===== src/inc/pee_pkg.sv =====
// constants for the parallel eeprom host controller
// Behaviour
// wait full write time unless polling
// device self-completes write within five ms
// byte loads spaced 0.15 to 100 us
// output enable pulse between loads polls
// polling access is ordinary read cycle
// ten us before next write operation
// device releases bus within 30 ns
// select/oe/strobe levels choose read or write
// finish only on poll result, else timeout
package pee_pkg;
  localparam int unsigned CLK_MHZ = 40;
  localparam int unsigned CLK_NS = 25;
  localparam int unsigned ADDR_W = 13;
  localparam int unsigned DATA_W = 8;
  localparam int unsigned PAGE_BYTES = 64;
  // read and write strobe timing, ns
  localparam int unsigned READ_CYCLE_NS = 120;
  localparam int unsigned WRITE_PULSE_NS = 50;
  localparam int unsigned DATA_SETUP_NS = 50;
  localparam int unsigned ADDR_HOLD_NS = 50;
  localparam int unsigned RELEASE_NS = 30;
  // long waits
  localparam int unsigned INTERNAL_WRITE_TIME_MS = 5;
  localparam int unsigned BYTE_LOAD_INTERVAL_MIN_NS = 150;
  localparam int unsigned BYTE_LOAD_INTERVAL_MAX_US = 100;
  localparam int unsigned NEXT_WRITE_DELAY_US = 10;
  // cycle counts: least times round up, longest round down
  localparam int unsigned READ_CYC = (READ_CYCLE_NS + CLK_NS - 1) / CLK_NS;
  localparam int unsigned WPULSE_CYC = (WRITE_PULSE_NS + CLK_NS - 1) / CLK_NS;
  localparam int unsigned RELEASE_CYC = (RELEASE_NS + CLK_NS - 1) / CLK_NS;
  localparam int unsigned LOAD_MIN_CYC = (BYTE_LOAD_INTERVAL_MIN_NS + CLK_NS - 1) / CLK_NS;
  localparam int unsigned LOAD_MAX_CYC = BYTE_LOAD_INTERVAL_MAX_US * CLK_MHZ;
  localparam int unsigned NEXT_WRITE_CYC = NEXT_WRITE_DELAY_US * CLK_MHZ;
  localparam int unsigned WRITE_TIME_CYC = INTERNAL_WRITE_TIME_MS * 1000 * CLK_MHZ;
  localparam int unsigned CNT_W = 24;
  localparam int unsigned TOGGLE_BIT = 6;
endpackage


===== src/hdl/pee_host.sv =====
// host controller for a self-timed parallel eeprom
`timescale 1ns/1ps
`default_nettype none
module pee_host #(
  parameter int unsigned WRITE_TIME_CYC = pee_pkg::WRITE_TIME_CYC,
  parameter int unsigned LOAD_MAX_CYC = pee_pkg::LOAD_MAX_CYC
) (
  // clock and reset
  input wire logic core_clk,
  input wire logic rst,
  // user request
  input wire logic req_valid,
  output logic req_ready,
  input wire logic req_write,
  input wire logic req_last,
  input wire logic req_poll_en,
  input wire logic [pee_pkg::ADDR_W-1:0] req_addr,
  input wire logic [pee_pkg::DATA_W-1:0] req_wdata,
  // user answer
  output logic rsp_valid,
  output logic [pee_pkg::DATA_W-1:0] rsp_rdata,
  output logic rsp_timeout,
  output logic busy,
  // memory pins
  output logic mem_sel_n,
  output logic mem_oe_n,
  output logic mem_we_n,
  output logic [pee_pkg::ADDR_W-1:0] mem_addr,
  input wire logic [pee_pkg::DATA_W-1:0] mem_dq_i,
  output logic [pee_pkg::DATA_W-1:0] mem_dq_o,
  output logic mem_dq_oe
);
  typedef enum logic [3:0] {
    ST_IDLE, ST_RD, ST_RD_REL, ST_WR_SETUP, ST_WR_PULSE, ST_WR_HOLD,
    ST_LOAD_GAP, ST_POLL_RD, ST_POLL_REL, ST_NEXT_GAP
  } pee_state_e;

  localparam logic [pee_pkg::CNT_W-1:0] C_READ = pee_pkg::CNT_W'(pee_pkg::READ_CYC);
  localparam logic [pee_pkg::CNT_W-1:0] C_WP = pee_pkg::CNT_W'(pee_pkg::WPULSE_CYC);
  localparam logic [pee_pkg::CNT_W-1:0] C_REL = pee_pkg::CNT_W'(pee_pkg::RELEASE_CYC);
  localparam logic [pee_pkg::CNT_W-1:0] C_LMIN = pee_pkg::CNT_W'(pee_pkg::LOAD_MIN_CYC);
  localparam logic [pee_pkg::CNT_W-1:0] C_LMAX = pee_pkg::CNT_W'(LOAD_MAX_CYC);
  localparam logic [pee_pkg::CNT_W-1:0] C_NEXT = pee_pkg::CNT_W'(pee_pkg::NEXT_WRITE_CYC);
  localparam logic [pee_pkg::CNT_W-1:0] C_WT = pee_pkg::CNT_W'(WRITE_TIME_CYC);

  function automatic logic [pee_pkg::CNT_W-1:0] inc(input logic [pee_pkg::CNT_W-1:0] v);
    inc = v + pee_pkg::CNT_W'(1);
  endfunction

  pee_state_e st_q, st_d;
  logic [pee_pkg::CNT_W-1:0] cnt_q, cnt_d;
  logic [pee_pkg::CNT_W-1:0] wt_q, wt_d;
  logic sel_q, sel_d, oe_q, oe_d, we_q, we_d, dqoe_q, dqoe_d;
  logic [pee_pkg::ADDR_W-1:0] addr_q, addr_d;
  logic [pee_pkg::DATA_W-1:0] wdat_q, wdat_d, rdat_q, rdat_d, prev_q, prev_d;
  logic poll_q, poll_d, last_q, last_d, havep_q, havep_d;
  logic rv_q, rv_d, to_q, to_d;
  logic [pee_pkg::DATA_W-1:0] dq_s;

  pee_sync #(.W(pee_pkg::DATA_W)) u_sync (
    .core_clk(core_clk),
    .rst(rst),
    .din(mem_dq_i),
    .dout(dq_s)
  );

  // a new byte is only taken where the page timing allows it
  assign req_ready = (st_q == ST_IDLE) || (st_q == ST_LOAD_GAP && cnt_q >= C_LMIN && req_write);

  always_comb
  begin
    st_d = st_q;
    cnt_d = inc(cnt_q);
    wt_d = wt_q;
    sel_d = sel_q;
    oe_d = oe_q;
    we_d = we_q;
    dqoe_d = dqoe_q;
    addr_d = addr_q;
    wdat_d = wdat_q;
    rdat_d = rdat_q;
    prev_d = prev_q;
    poll_d = poll_q;
    last_d = last_q;
    havep_d = havep_q;
    rv_d = 1'b0;
    to_d = 1'b0;
    case (st_q)
      ST_IDLE:
      begin
        if (req_valid)
        begin
          addr_d = req_addr;
          wdat_d = req_wdata;
          cnt_d = '0;
          sel_d = 1'b0;
          if (req_write)
          begin
            // write: select low, output enable high
            oe_d = 1'b1;
            dqoe_d = 1'b1;
            poll_d = req_poll_en;
            last_d = req_last;
            st_d = ST_WR_SETUP;
          end
          else
          begin
            oe_d = 1'b0;
            st_d = ST_RD;
          end
        end
      end
      ST_RD:
      begin
        if (cnt_q >= C_READ)
        begin
          rdat_d = dq_s;
          sel_d = 1'b1;
          oe_d = 1'b1;
          cnt_d = '0;
          st_d = ST_RD_REL;
        end
      end
      ST_RD_REL:
      begin
        // bus is not reused until the part lets go
        if (cnt_q >= C_REL)
        begin
          rv_d = 1'b1;
          st_d = ST_IDLE;
        end
      end
      ST_WR_SETUP:
      begin
        // data and address settle a pulse width before strobe
        if (cnt_q >= C_WP)
        begin
          we_d = 1'b0;
          cnt_d = '0;
          st_d = ST_WR_PULSE;
        end
      end
      ST_WR_PULSE:
      begin
        if (cnt_q >= C_WP)
        begin
          we_d = 1'b1;
          cnt_d = '0;
          st_d = ST_WR_HOLD;
        end
      end
      ST_WR_HOLD:
      begin
        if (cnt_q >= C_WP)
        begin
          sel_d = 1'b1;
          dqoe_d = 1'b0;
          cnt_d = '0;
          wt_d = '0;
          havep_d = 1'b0;
          rv_d = 1'b1;
          st_d = last_q ? (poll_q ? ST_POLL_RD : ST_NEXT_GAP) : ST_LOAD_GAP;
          if (last_q && poll_q)
          begin
            sel_d = 1'b0;
            oe_d = 1'b0;
          end
        end
      end
      ST_LOAD_GAP:
      begin
        // next load must start before the window closes
        if (req_valid && req_ready)
        begin
          addr_d = req_addr;
          wdat_d = req_wdata;
          last_d = req_last;
          sel_d = 1'b0;
          dqoe_d = 1'b1;
          cnt_d = '0;
          st_d = ST_WR_SETUP;
        end
        else if (cnt_q >= C_LMAX)
        begin
          // late source: page closes, device starts writing
          cnt_d = '0;
          wt_d = '0;
          st_d = poll_q ? ST_POLL_RD : ST_NEXT_GAP;
          sel_d = ~poll_q;
          oe_d = ~poll_q;
        end
      end
      ST_POLL_RD:
      begin
        wt_d = inc(wt_q);
        // polling is a full read cycle
        if (cnt_q >= C_READ)
        begin
          prev_d = dq_s;
          havep_d = 1'b1;
          sel_d = 1'b1;
          oe_d = 1'b1;
          cnt_d = '0;
          st_d = ST_POLL_REL;
        end
      end
      ST_POLL_REL:
      begin
        wt_d = inc(wt_q);
        if (cnt_q >= C_REL)
        begin
          cnt_d = '0;
          // toggle bit stopped: write is done
          if (havep_q && prev_q[pee_pkg::TOGGLE_BIT] == rdat_q[pee_pkg::TOGGLE_BIT]
              && wt_q > C_READ + C_READ)
          begin
            wt_d = '0;
            st_d = ST_NEXT_GAP;
          end
          else if (wt_q >= C_WT)
          begin
            to_d = 1'b1;
            st_d = ST_NEXT_GAP;
          end
          else
          begin
            rdat_d = prev_q;
            sel_d = 1'b0;
            oe_d = 1'b0;
            st_d = ST_POLL_RD;
          end
        end
      end
      ST_NEXT_GAP:
      begin
        // without polling sit out the whole write, then the gap
        wt_d = inc(wt_q);
        if ((poll_q || wt_q >= C_WT) && cnt_q >= C_NEXT)
        begin
          st_d = ST_IDLE;
        end
        else if (!poll_q && wt_q < C_WT)
        begin
          cnt_d = '0;
        end
      end
      default:
      begin
        st_d = ST_IDLE;
      end
    endcase
  end

  always_ff @(posedge core_clk)
  begin
    if (rst)
    begin
      st_q <= ST_IDLE;
      cnt_q <= '0;
      wt_q <= '0;
      sel_q <= 1'b1;
      oe_q <= 1'b1;
      we_q <= 1'b1;
      dqoe_q <= 1'b0;
      addr_q <= '0;
      wdat_q <= '0;
      rdat_q <= '0;
      prev_q <= '0;
      poll_q <= 1'b0;
      last_q <= 1'b0;
      havep_q <= 1'b0;
      rv_q <= 1'b0;
      to_q <= 1'b0;
    end
    else
    begin
      st_q <= st_d;
      cnt_q <= cnt_d;
      wt_q <= wt_d;
      sel_q <= sel_d;
      oe_q <= oe_d;
      we_q <= we_d;
      dqoe_q <= dqoe_d;
      addr_q <= addr_d;
      wdat_q <= wdat_d;
      rdat_q <= rdat_d;
      prev_q <= prev_d;
      poll_q <= poll_d;
      last_q <= last_d;
      havep_q <= havep_d;
      rv_q <= rv_d;
      to_q <= to_d;
    end
  end

  assign mem_sel_n = sel_q;
  assign mem_oe_n = oe_q;
  assign mem_we_n = we_q;
  assign mem_addr = addr_q;
  assign mem_dq_o = wdat_q;
  assign mem_dq_oe = dqoe_q;
  assign rsp_valid = rv_q;
  assign rsp_rdata = rdat_q;
  assign rsp_timeout = to_q;
  assign busy = (st_q != ST_IDLE);
endmodule
`default_nettype wire


===== src/hdl/pee_sync.sv =====
// two-flop synchroniser for the data pins
`timescale 1ns/1ps
`default_nettype none
module pee_sync #(
  parameter int unsigned W = 8
) (
  // clock and reset
  input wire logic core_clk,
  input wire logic rst,
  // data
  input wire logic [W-1:0] din,
  output logic [W-1:0] dout
);
  logic [W-1:0] meta_q;
  logic [W-1:0] meta_d;
  logic [W-1:0] sync_q;
  logic [W-1:0] sync_d;

  always_comb
  begin
    meta_d = din;
    sync_d = meta_q;
  end

  always_ff @(posedge core_clk)
  begin
    if (rst)
    begin
      meta_q <= '0;
      sync_q <= '0;
    end
    else
    begin
      meta_q <= meta_d;
      sync_q <= sync_d;
    end
  end

  assign dout = sync_q;
endmodule
`default_nettype wire


===== config.mk =====
export PLATFORM = sky130hd
export DESIGN_NAME = pee_host
export DESIGN_NICKNAME = d
export VERILOG_FILES = /design/src/inc/pee_pkg.sv /design/src/hdl/pee_host.sv /design/src/hdl/pee_sync.sv
export SDC_FILE = /design/constraint.sdc
export NUM_CORES = 1
export LEC_CHECK = 0
export BUFFER_PORTS_ARGS = -buffer_cell sky130_fd_sc_hd__buf_4
export CAP_MARGIN = 10
export CORE_MARGIN = 2
export CORE_UTILIZATION = 60
export DETAILED_ROUTE_END_ITERATION = 7
export GPL_TIMING_DRIVEN = 0
export HOLD_SLACK_MARGIN = 0.12
export PLACE_DENSITY = 0.83
export SYNTH_ARGS = -nofsm -noshare
export SYNTH_HDL_FRONTEND = slang
export SYNTH_SLANG_ARGS = --single-unit

===== constraint.sdc =====
create_clock -name core_clk -period 5.85 [get_ports core_clk]
set_input_delay 0.2925 -clock core_clk [delete_from_list [all_inputs] [get_ports core_clk]]
set_output_delay 0.2925 -clock core_clk [all_outputs]
set_load 0.005 [all_outputs]

# Word level (Yosys, flattened, before mapping)
# Cells that the tools add are included.
[word_totals]
output_inout_bits = 37
elab_cells = 170
regBits = 114
[classes]
bitwise_logic = 4
n_reduce_logical = 38
n_mux = 72
order_cmp = 8
eq_ne = 28
add_sub_neg = 2
[ops]
columns = ["cell", "n"]
rows = [
  ["two-way mux 24 bit", 12],
  ["one-hot mux 24 bit (5 select lines)", 1],
  ["one-hot mux 24 bit (4 select lines)", 1],
  ["two-way mux 4 bit", 15],
  ["adder 24 x 1 -> 24 bit, second input constant", 2],
  ["greater-or-equal comparator 24 x 3 -> 1 bit, second input constant", 2],
  ["two-way mux 8 bit", 6],
  ["one-hot mux 4 bit (10 select lines)", 1],
  ["one-hot mux 8 bit (2 select lines)", 2],
  ["!= test 2 bit, second input constant", 14],
  ["two-way mux 13 bit", 2],
  ["one-hot mux 13 bit (2 select lines)", 1],
  ["greater-or-equal comparator 24 x 12 -> 1 bit, second input constant", 1],
  ["greater-or-equal comparator 24 x 18 -> 1 bit, second input constant", 1],
  ["greater-or-equal comparator 24 x 2 -> 1 bit, second input constant", 1],
  ["greater-or-equal comparator 24 x 9 -> 1 bit, second input constant", 1],
  ["> comparator 24 x 4 -> 1 bit, second input constant", 1],
  ["less-than comparator 24 x 18 -> 1 bit, second input constant", 1],
  ["two-way mux 1 bit", 24],
  ["AND reduction 10 bit", 2],
  ["equality test 4 x 3 -> 1 bit, second input constant", 4],
  ["AND reduction 3 bit", 4],
  ["one-hot mux 1 bit (5 select lines)", 2],
  ["AND reduction 5 bit", 2],
  ["other kinds (23)", 49],
]

# Longest topological paths before layout
[logic_depth]
ltp_word = 7
mapped_depth = 10
depth_no_buf = 9

# Hierarchy
# From an unflattened synthesis, not the netlist that was laid out.
[hier_totals]
cells_unflattened = 650
hier_area_um2 = 5650.4
[by_module_without_submodules]
columns = ["module", "area_per_inst_um2", "n_inst", "cells_per_inst"]
rows = [
  ["pee_host", 5186.2, 1, 617],
  ["pee_sync", 464.2, 1, 33],
]

# Worst setup path before layout
# OpenSTA, ideal clock, no wires.
[synth_timing]
path_kind = "register -> register"
startpoint = "register cnt_q[8] (netlist bit)"
endpoint = "register wt_q[0] (netlist bit)"
arrival_time_ns = 2.325
setup_ns = 0.115
t_required_ns = 5.735
synth_period_minus_slack_ns = 2.439
path_stages_with_launch = 9
slack_ns = 3.411
cell_sequence = "dfxtp_1 > or3_1 > or2_1 > o41ai_4 > nor2_2 > nor2_1 > a41o_1 > buf_4 > nor2_1"
[synth_between]
elab_chain_cells = 7
[synth_rtl]
columns = ["element", "line", "rtl"]
rows = [
  ["start, declared", "pee_host.sv:51", "logic [pee_pkg::CNT_W-1:0] cnt_q, cnt_d;"],
  ["start signal, assigned", "pee_host.sv:278", "cnt_q <= cnt_d;"],
  ["greater-or-equal comparator 24 x 3 -> 1 bit", "pee_host.sv:68", "assign req_ready = (st_q == ST_IDLE) || (st_q == ST_LOAD_GAP && cnt_q >= C_LMIN && req_write);"],
  ["logical AND 1 bit (2 in a row)", "pee_host.sv:68", ""],
  ["logical OR 1 bit", "pee_host.sv:68", ""],
  ["logical AND 1 bit", "pee_host.sv:173", "if (req_valid && req_ready)"],
  ["!= test 2 bit (no line)", "n/a", ""],
  ["AND reduction 4 bit (no line)", "n/a", ""],
  ["end signal, assigned", "pee_host.sv:279", "wt_q <= wt_d;"],
  ["end, declared", "pee_host.sv:52", "logic [pee_pkg::CNT_W-1:0] wt_q, wt_d;"],
]
# Several ways; a longest one is shown, not always the timed one.
# A chain may end at the register's enable or synchronous reset.

# Final worst setup path
[layout_timing]
startpoint = "register st_q[2]"
endpoint = "register wt_q[19] (netlist bit)"
[layout_between]
elab_chain_cells = 7
[layout_rtl]
columns = ["element", "line", "rtl"]
rows = [
  ["start, declared", "pee_host.sv:50", "pee_state_e st_q, st_d;"],
  ["start signal, assigned", "pee_host.sv:277", "st_q <= st_d;"],
  ["equality test 4 x 3 -> 1 bit", "pee_host.sv:68, pee_host.sv:88", ""],
  ["logical AND 1 bit (2 in a row)", "pee_host.sv:68", ""],
  ["logical OR 1 bit", "pee_host.sv:68", ""],
  ["logical AND 1 bit", "pee_host.sv:173", ""],
  ["!= test 2 bit (no line)", "n/a", ""],
  ["AND reduction 4 bit (no line)", "n/a", ""],
]
# Several ways; a longest one is shown, not always the timed one.

==> flow_metrics.env <==
export IMPL_ys_async_sr_fraction_pct=0
export IMPL_ys_ff_latch=114
export IMPL_yosysSeqAreaShare_pct=42.8
export IMPL_post_cts_resized=0
export IMPL_antenna_cells=0
export IMPL_drt_wl_total_mm=15.0
export IMPL_drt_initial_drc_count=498
export IMPL_drive_gt1_share_pct=17.1
export IMPL_vias_per_cell=5.85
export IMPL_cts_tree="done"
export IMPL_dp_hpwl_mm=9.40
export IMPL_antenna_found_initial=0
export IMPL_synth_top_area_cell="dfxtp_1"
export IMPL_fillers=567
export IMPL_clk_pin_slew_worst_paths_ns=0.07
export IMPL_grt_max_degree=17
export IMPL_hold_viol=0
export IMPL_synthCells=625
export IMPL_rr_endpoint="wt_q[19]$_SDFFE_PP0P_"
export IMPL_finalMaxSlewViolations=0
export IMPL_critPathLaunchType="flop"
export IMPL_synth_fp_nets=666
export IMPL_powerDensity_nw_per_um2=378
export IMPL_worst_ep_arrival_time_ns=3.62
export IMPL_synth_top_cell_area_share_pct=42.8
export IMPL_met3_usage_pct=6.16
export IMPL_die_h_um=98.2
export IMPL_grtUsageTotal_pct=31.3
export IMPL_first_global_vias=4978
export IMPL_ant_nets=0
export IMPL_relSlewSlack_pct=36.0
export IMPL_hp_class="primary input to flop"
export IMPL_place_gp_congestion=0.979
export IMPL_hold_depth=4
export IMPL_clock_sinks=114
export IMPL_tightest_slew_ns=0.956
export IMPL_cap_viol_max_count=0
export IMPL_postSynthAreaPerCell_sq_um=8.52
export IMPL_finalCriticalPeriod_ns=3.20
export IMPL_r2r_start="st_q[2]$_SDFFE_PP0P_"
export IMPL_ir_worst_vdd_v=0.000296
export IMPL_synth_warning_count=0
export IMPL_fin_crit_sh_pct=54.7
export IMPL_cts_path_max_buffers=2
export IMPL_grt_busiest_layer="met2"
export IMPL_core_sq_um=8680
export IMPL_final_area_sq_um=6910
export IMPL_root_buffer="clkbuf_8"
export IMPL_setup_worst_path_class="flop to flop"
export IMPL_clk_insertion_delay_late_ns=0.52
export IMPL_portBuffers=71
export IMPL_rsz0062_at_grt="no"
export IMPL_grt_pass1_wl_mm=24.3
export IMPL_cp_end_kind="flop"
export IMPL_cp_max_fo=10
export IMPL_min_delay_start="req_write"
export IMPL_synth_edff_count=0
export IMPL_ff2ff_path_depth=9
export IMPL_via_count=5080
export IMPL_synth_area_top_cells="dfxtp_1 43%, nor2_1 6.3%, nand2_1 5.7%"
export IMPL_tns_ns=0
export IMPL_nets=788
export IMPL_fmax_mhz=312
export IMPL_post_synth_num_cell_types=60
export IMPL_hold_end="mem_oe_n$_SDFFE_PP1P_"
export IMPL_post_drt_wl_per_cell_um=17.3
export IMPL_status="finished clean"
export IMPL_gr_total_overflow=0
export IMPL_dieArea_sq_um=9650
export IMPL_skew_ns=0.0135
export IMPL_row_count=34
export IMPL_placed_area_sq_um=6000
export IMPL_numCtsBuffers=17
export IMPL_syn_area_sq_um=5330
export IMPL_p_leak_nw=2.58
export IMPL_crit_required_ns=6.26
export IMPL_fp_dieW_um=98.2
export IMPL_areaGrowthSynthToFinish_pct=29.8
export IMPL_start_util_pct=61.4
export IMPL_final_setup_viol_count=0
export IMPL_io_pins=72
export IMPL_drc=0
export IMPL_grtUsageMet2_pct=53.6
export IMPL_ff2ff_setup_slack_ns=2.65
export IMPL_htreeDepth=4
export IMPL_first_pass_iters=6
export IMPL_synth_ff_type="dfxtp_1"
export IMPL_met1_usage_pct=39.3
final cells by class:
cell class                 count  area [sq um]  share of cell area [%]
inverter                      16          60.1                   0.869
timing repair buffer         103           853                    12.3
clock buffer                  17           414                    5.99
clock inverter                15           184                    2.66
multi-input combinational    461          2840                    41.0
tap                          108           135                    1.95
buffer                        34           150                    2.17
sequential                   114          2280                    33.0
per-layer routing:
metal | wire length, um | share of wire [%]
met5 | 0 | 0
met4 | 317 | 2.1
met3 | 952 | 6.3
met2 | 7480 | 50
met1 | 6260 | 42
worst max-delay path: stages (launching register included):
cell and delay [ns]:
dfxtp_1 0.45, or2_1 0.14, clkbuf_1 0.38, nor3_1 0.18, o41ai_4 0.72, nor2_2 0.20
nor2_1 0.37, a41o_1 0.36, buf_4 0.22, nor2_1 0.07
layout by cell type, fill, tap and decap left out, types with 3 or more instances in the layout:
cell             n
a211oi_1        14
dfxtp_1        114
o21a_1           3
inv_8            5
xor2_1          13
nor3b_1          5
xnor2_1         34
nor3_1          11
buf_2            3
nand4_1         13
o211ai_1         3
o21ai_0          6
mux2i_1         18
clkbuf_16       16
a21oi_1         30
a31oi_1          4
inv_6            6
inv_1           16
clkbuf_1        24
nor2_1          89
dlygate4sd3_1   32
nor4_1          16
o311a_1          3
ha_1             6
buf_1            3
nor2b_1         17
nor4_2          11
nand2_1         81
and2_1           8
buf_4           74
nand3_1         25
and3_1          10
or3_1            3
registers in the layout, summed over array words and instances, names as in the netlist, 4 cells and up:
register,count
cnt_q,24
mem_addr,13
mem_dq_o,8
prev_q,8
rsp_rdata,8
st_q,4
u_sync.dout,8
u_sync.meta_q,8
wt_q,24
cells in the mapped netlist, drive strengths merged, types with 3 or more instances:
library cell	instances
nor2	90
nor3b	5
nand3	25
a31oi	4
a21oi	31
nand4	13
nand2	81
a211oi	14
inv	16
or2	3
and2	8
and3	10
o311a	3
o21ai	8
o21a	3
or3	4
buf	10
nor2b	17
ha	6
nor3	11
nor4	28
mux2i	18
xor2	13
clkbuf	24
xnor2	34
o311ai	3
o211ai	3
dfxtp	114
worst max path at each step:
| stage | from | to | slack [ns] | cells past startpoint |
|---|---|---|---|---|
| after floorplan | cnt_q[8]$_SDFF_PP0_ | wt_q[0]$_SDFFE_PP0P_ | 3.41 | 8 |
| after global placement | st_q[2]$_SDFFE_PP0P_ | cnt_q[14]$_SDFF_PP0_ | 2.78 | 9 |
| after detailed placement | st_q[2]$_SDFFE_PP0P_ | cnt_q[5]$_SDFF_PP0_ | 2.76 | 9 |
| after CTS | st_q[2]$_SDFFE_PP0P_ | wt_q[8]$_SDFFE_PP0P_ | 2.70 | 9 |
| after global routing | cnt_q[23]$_SDFF_PP0_ | wt_q[17]$_SDFFE_PP0P_ | 2.43 | 9 |
| final | st_q[2]$_SDFFE_PP0P_ | wt_q[19]$_SDFFE_PP0P_ | 2.65 | 9 |
cells by family (layout without fill, tap and decap cells):
family,Yosys count,after routing,share of synthesized area [%]
and+or+nand+nor,302,302,28.7
DFF,114,114,42.8
AOI/OAI and AO/OA,88,88,12.0
buffers and inverters,50,185,3.95
xor gates and xnor gates,47,47,7.73
muxes,18,18,3.38
adders and majority gates,6,6,1.41
stage by stage:
step	cells	worst slack (ns)	total power [W]	util (%)	hold WS [ns]
6_report	868	2.65	0.00262	79.7	0.349
5_1_grt	868	2.43	0.00272	79.7	0.373
4_1_cts	868	2.70	0.00259	79.7	0.339
3_5_place_dp	804	2.76	0.00153	69.1	0.427
3_3_place_gp	804	2.78	0.00152	69.1	0.418
2_1_floorplan	625	3.41	0.00132	-	0.414
timing repair:
item	CTS	global route
hold buffers	32	0
setup buffers	0	0
setup endpoints to repair	0	0
hold endpoints to repair	32	0
where the power goes:
| group | total [W] | switching (W) | internal [W] |
|---|---|---|---|
| Sequential | 0.000894 | 0.0000541 | 0.000840 |
| Combinational | 0.000672 | 0.000405 | 0.000266 |
| Clock | 0.00105 | 0.000422 | 0.000628 |
No activity file was read; power rests on OpenSTA's default activity.
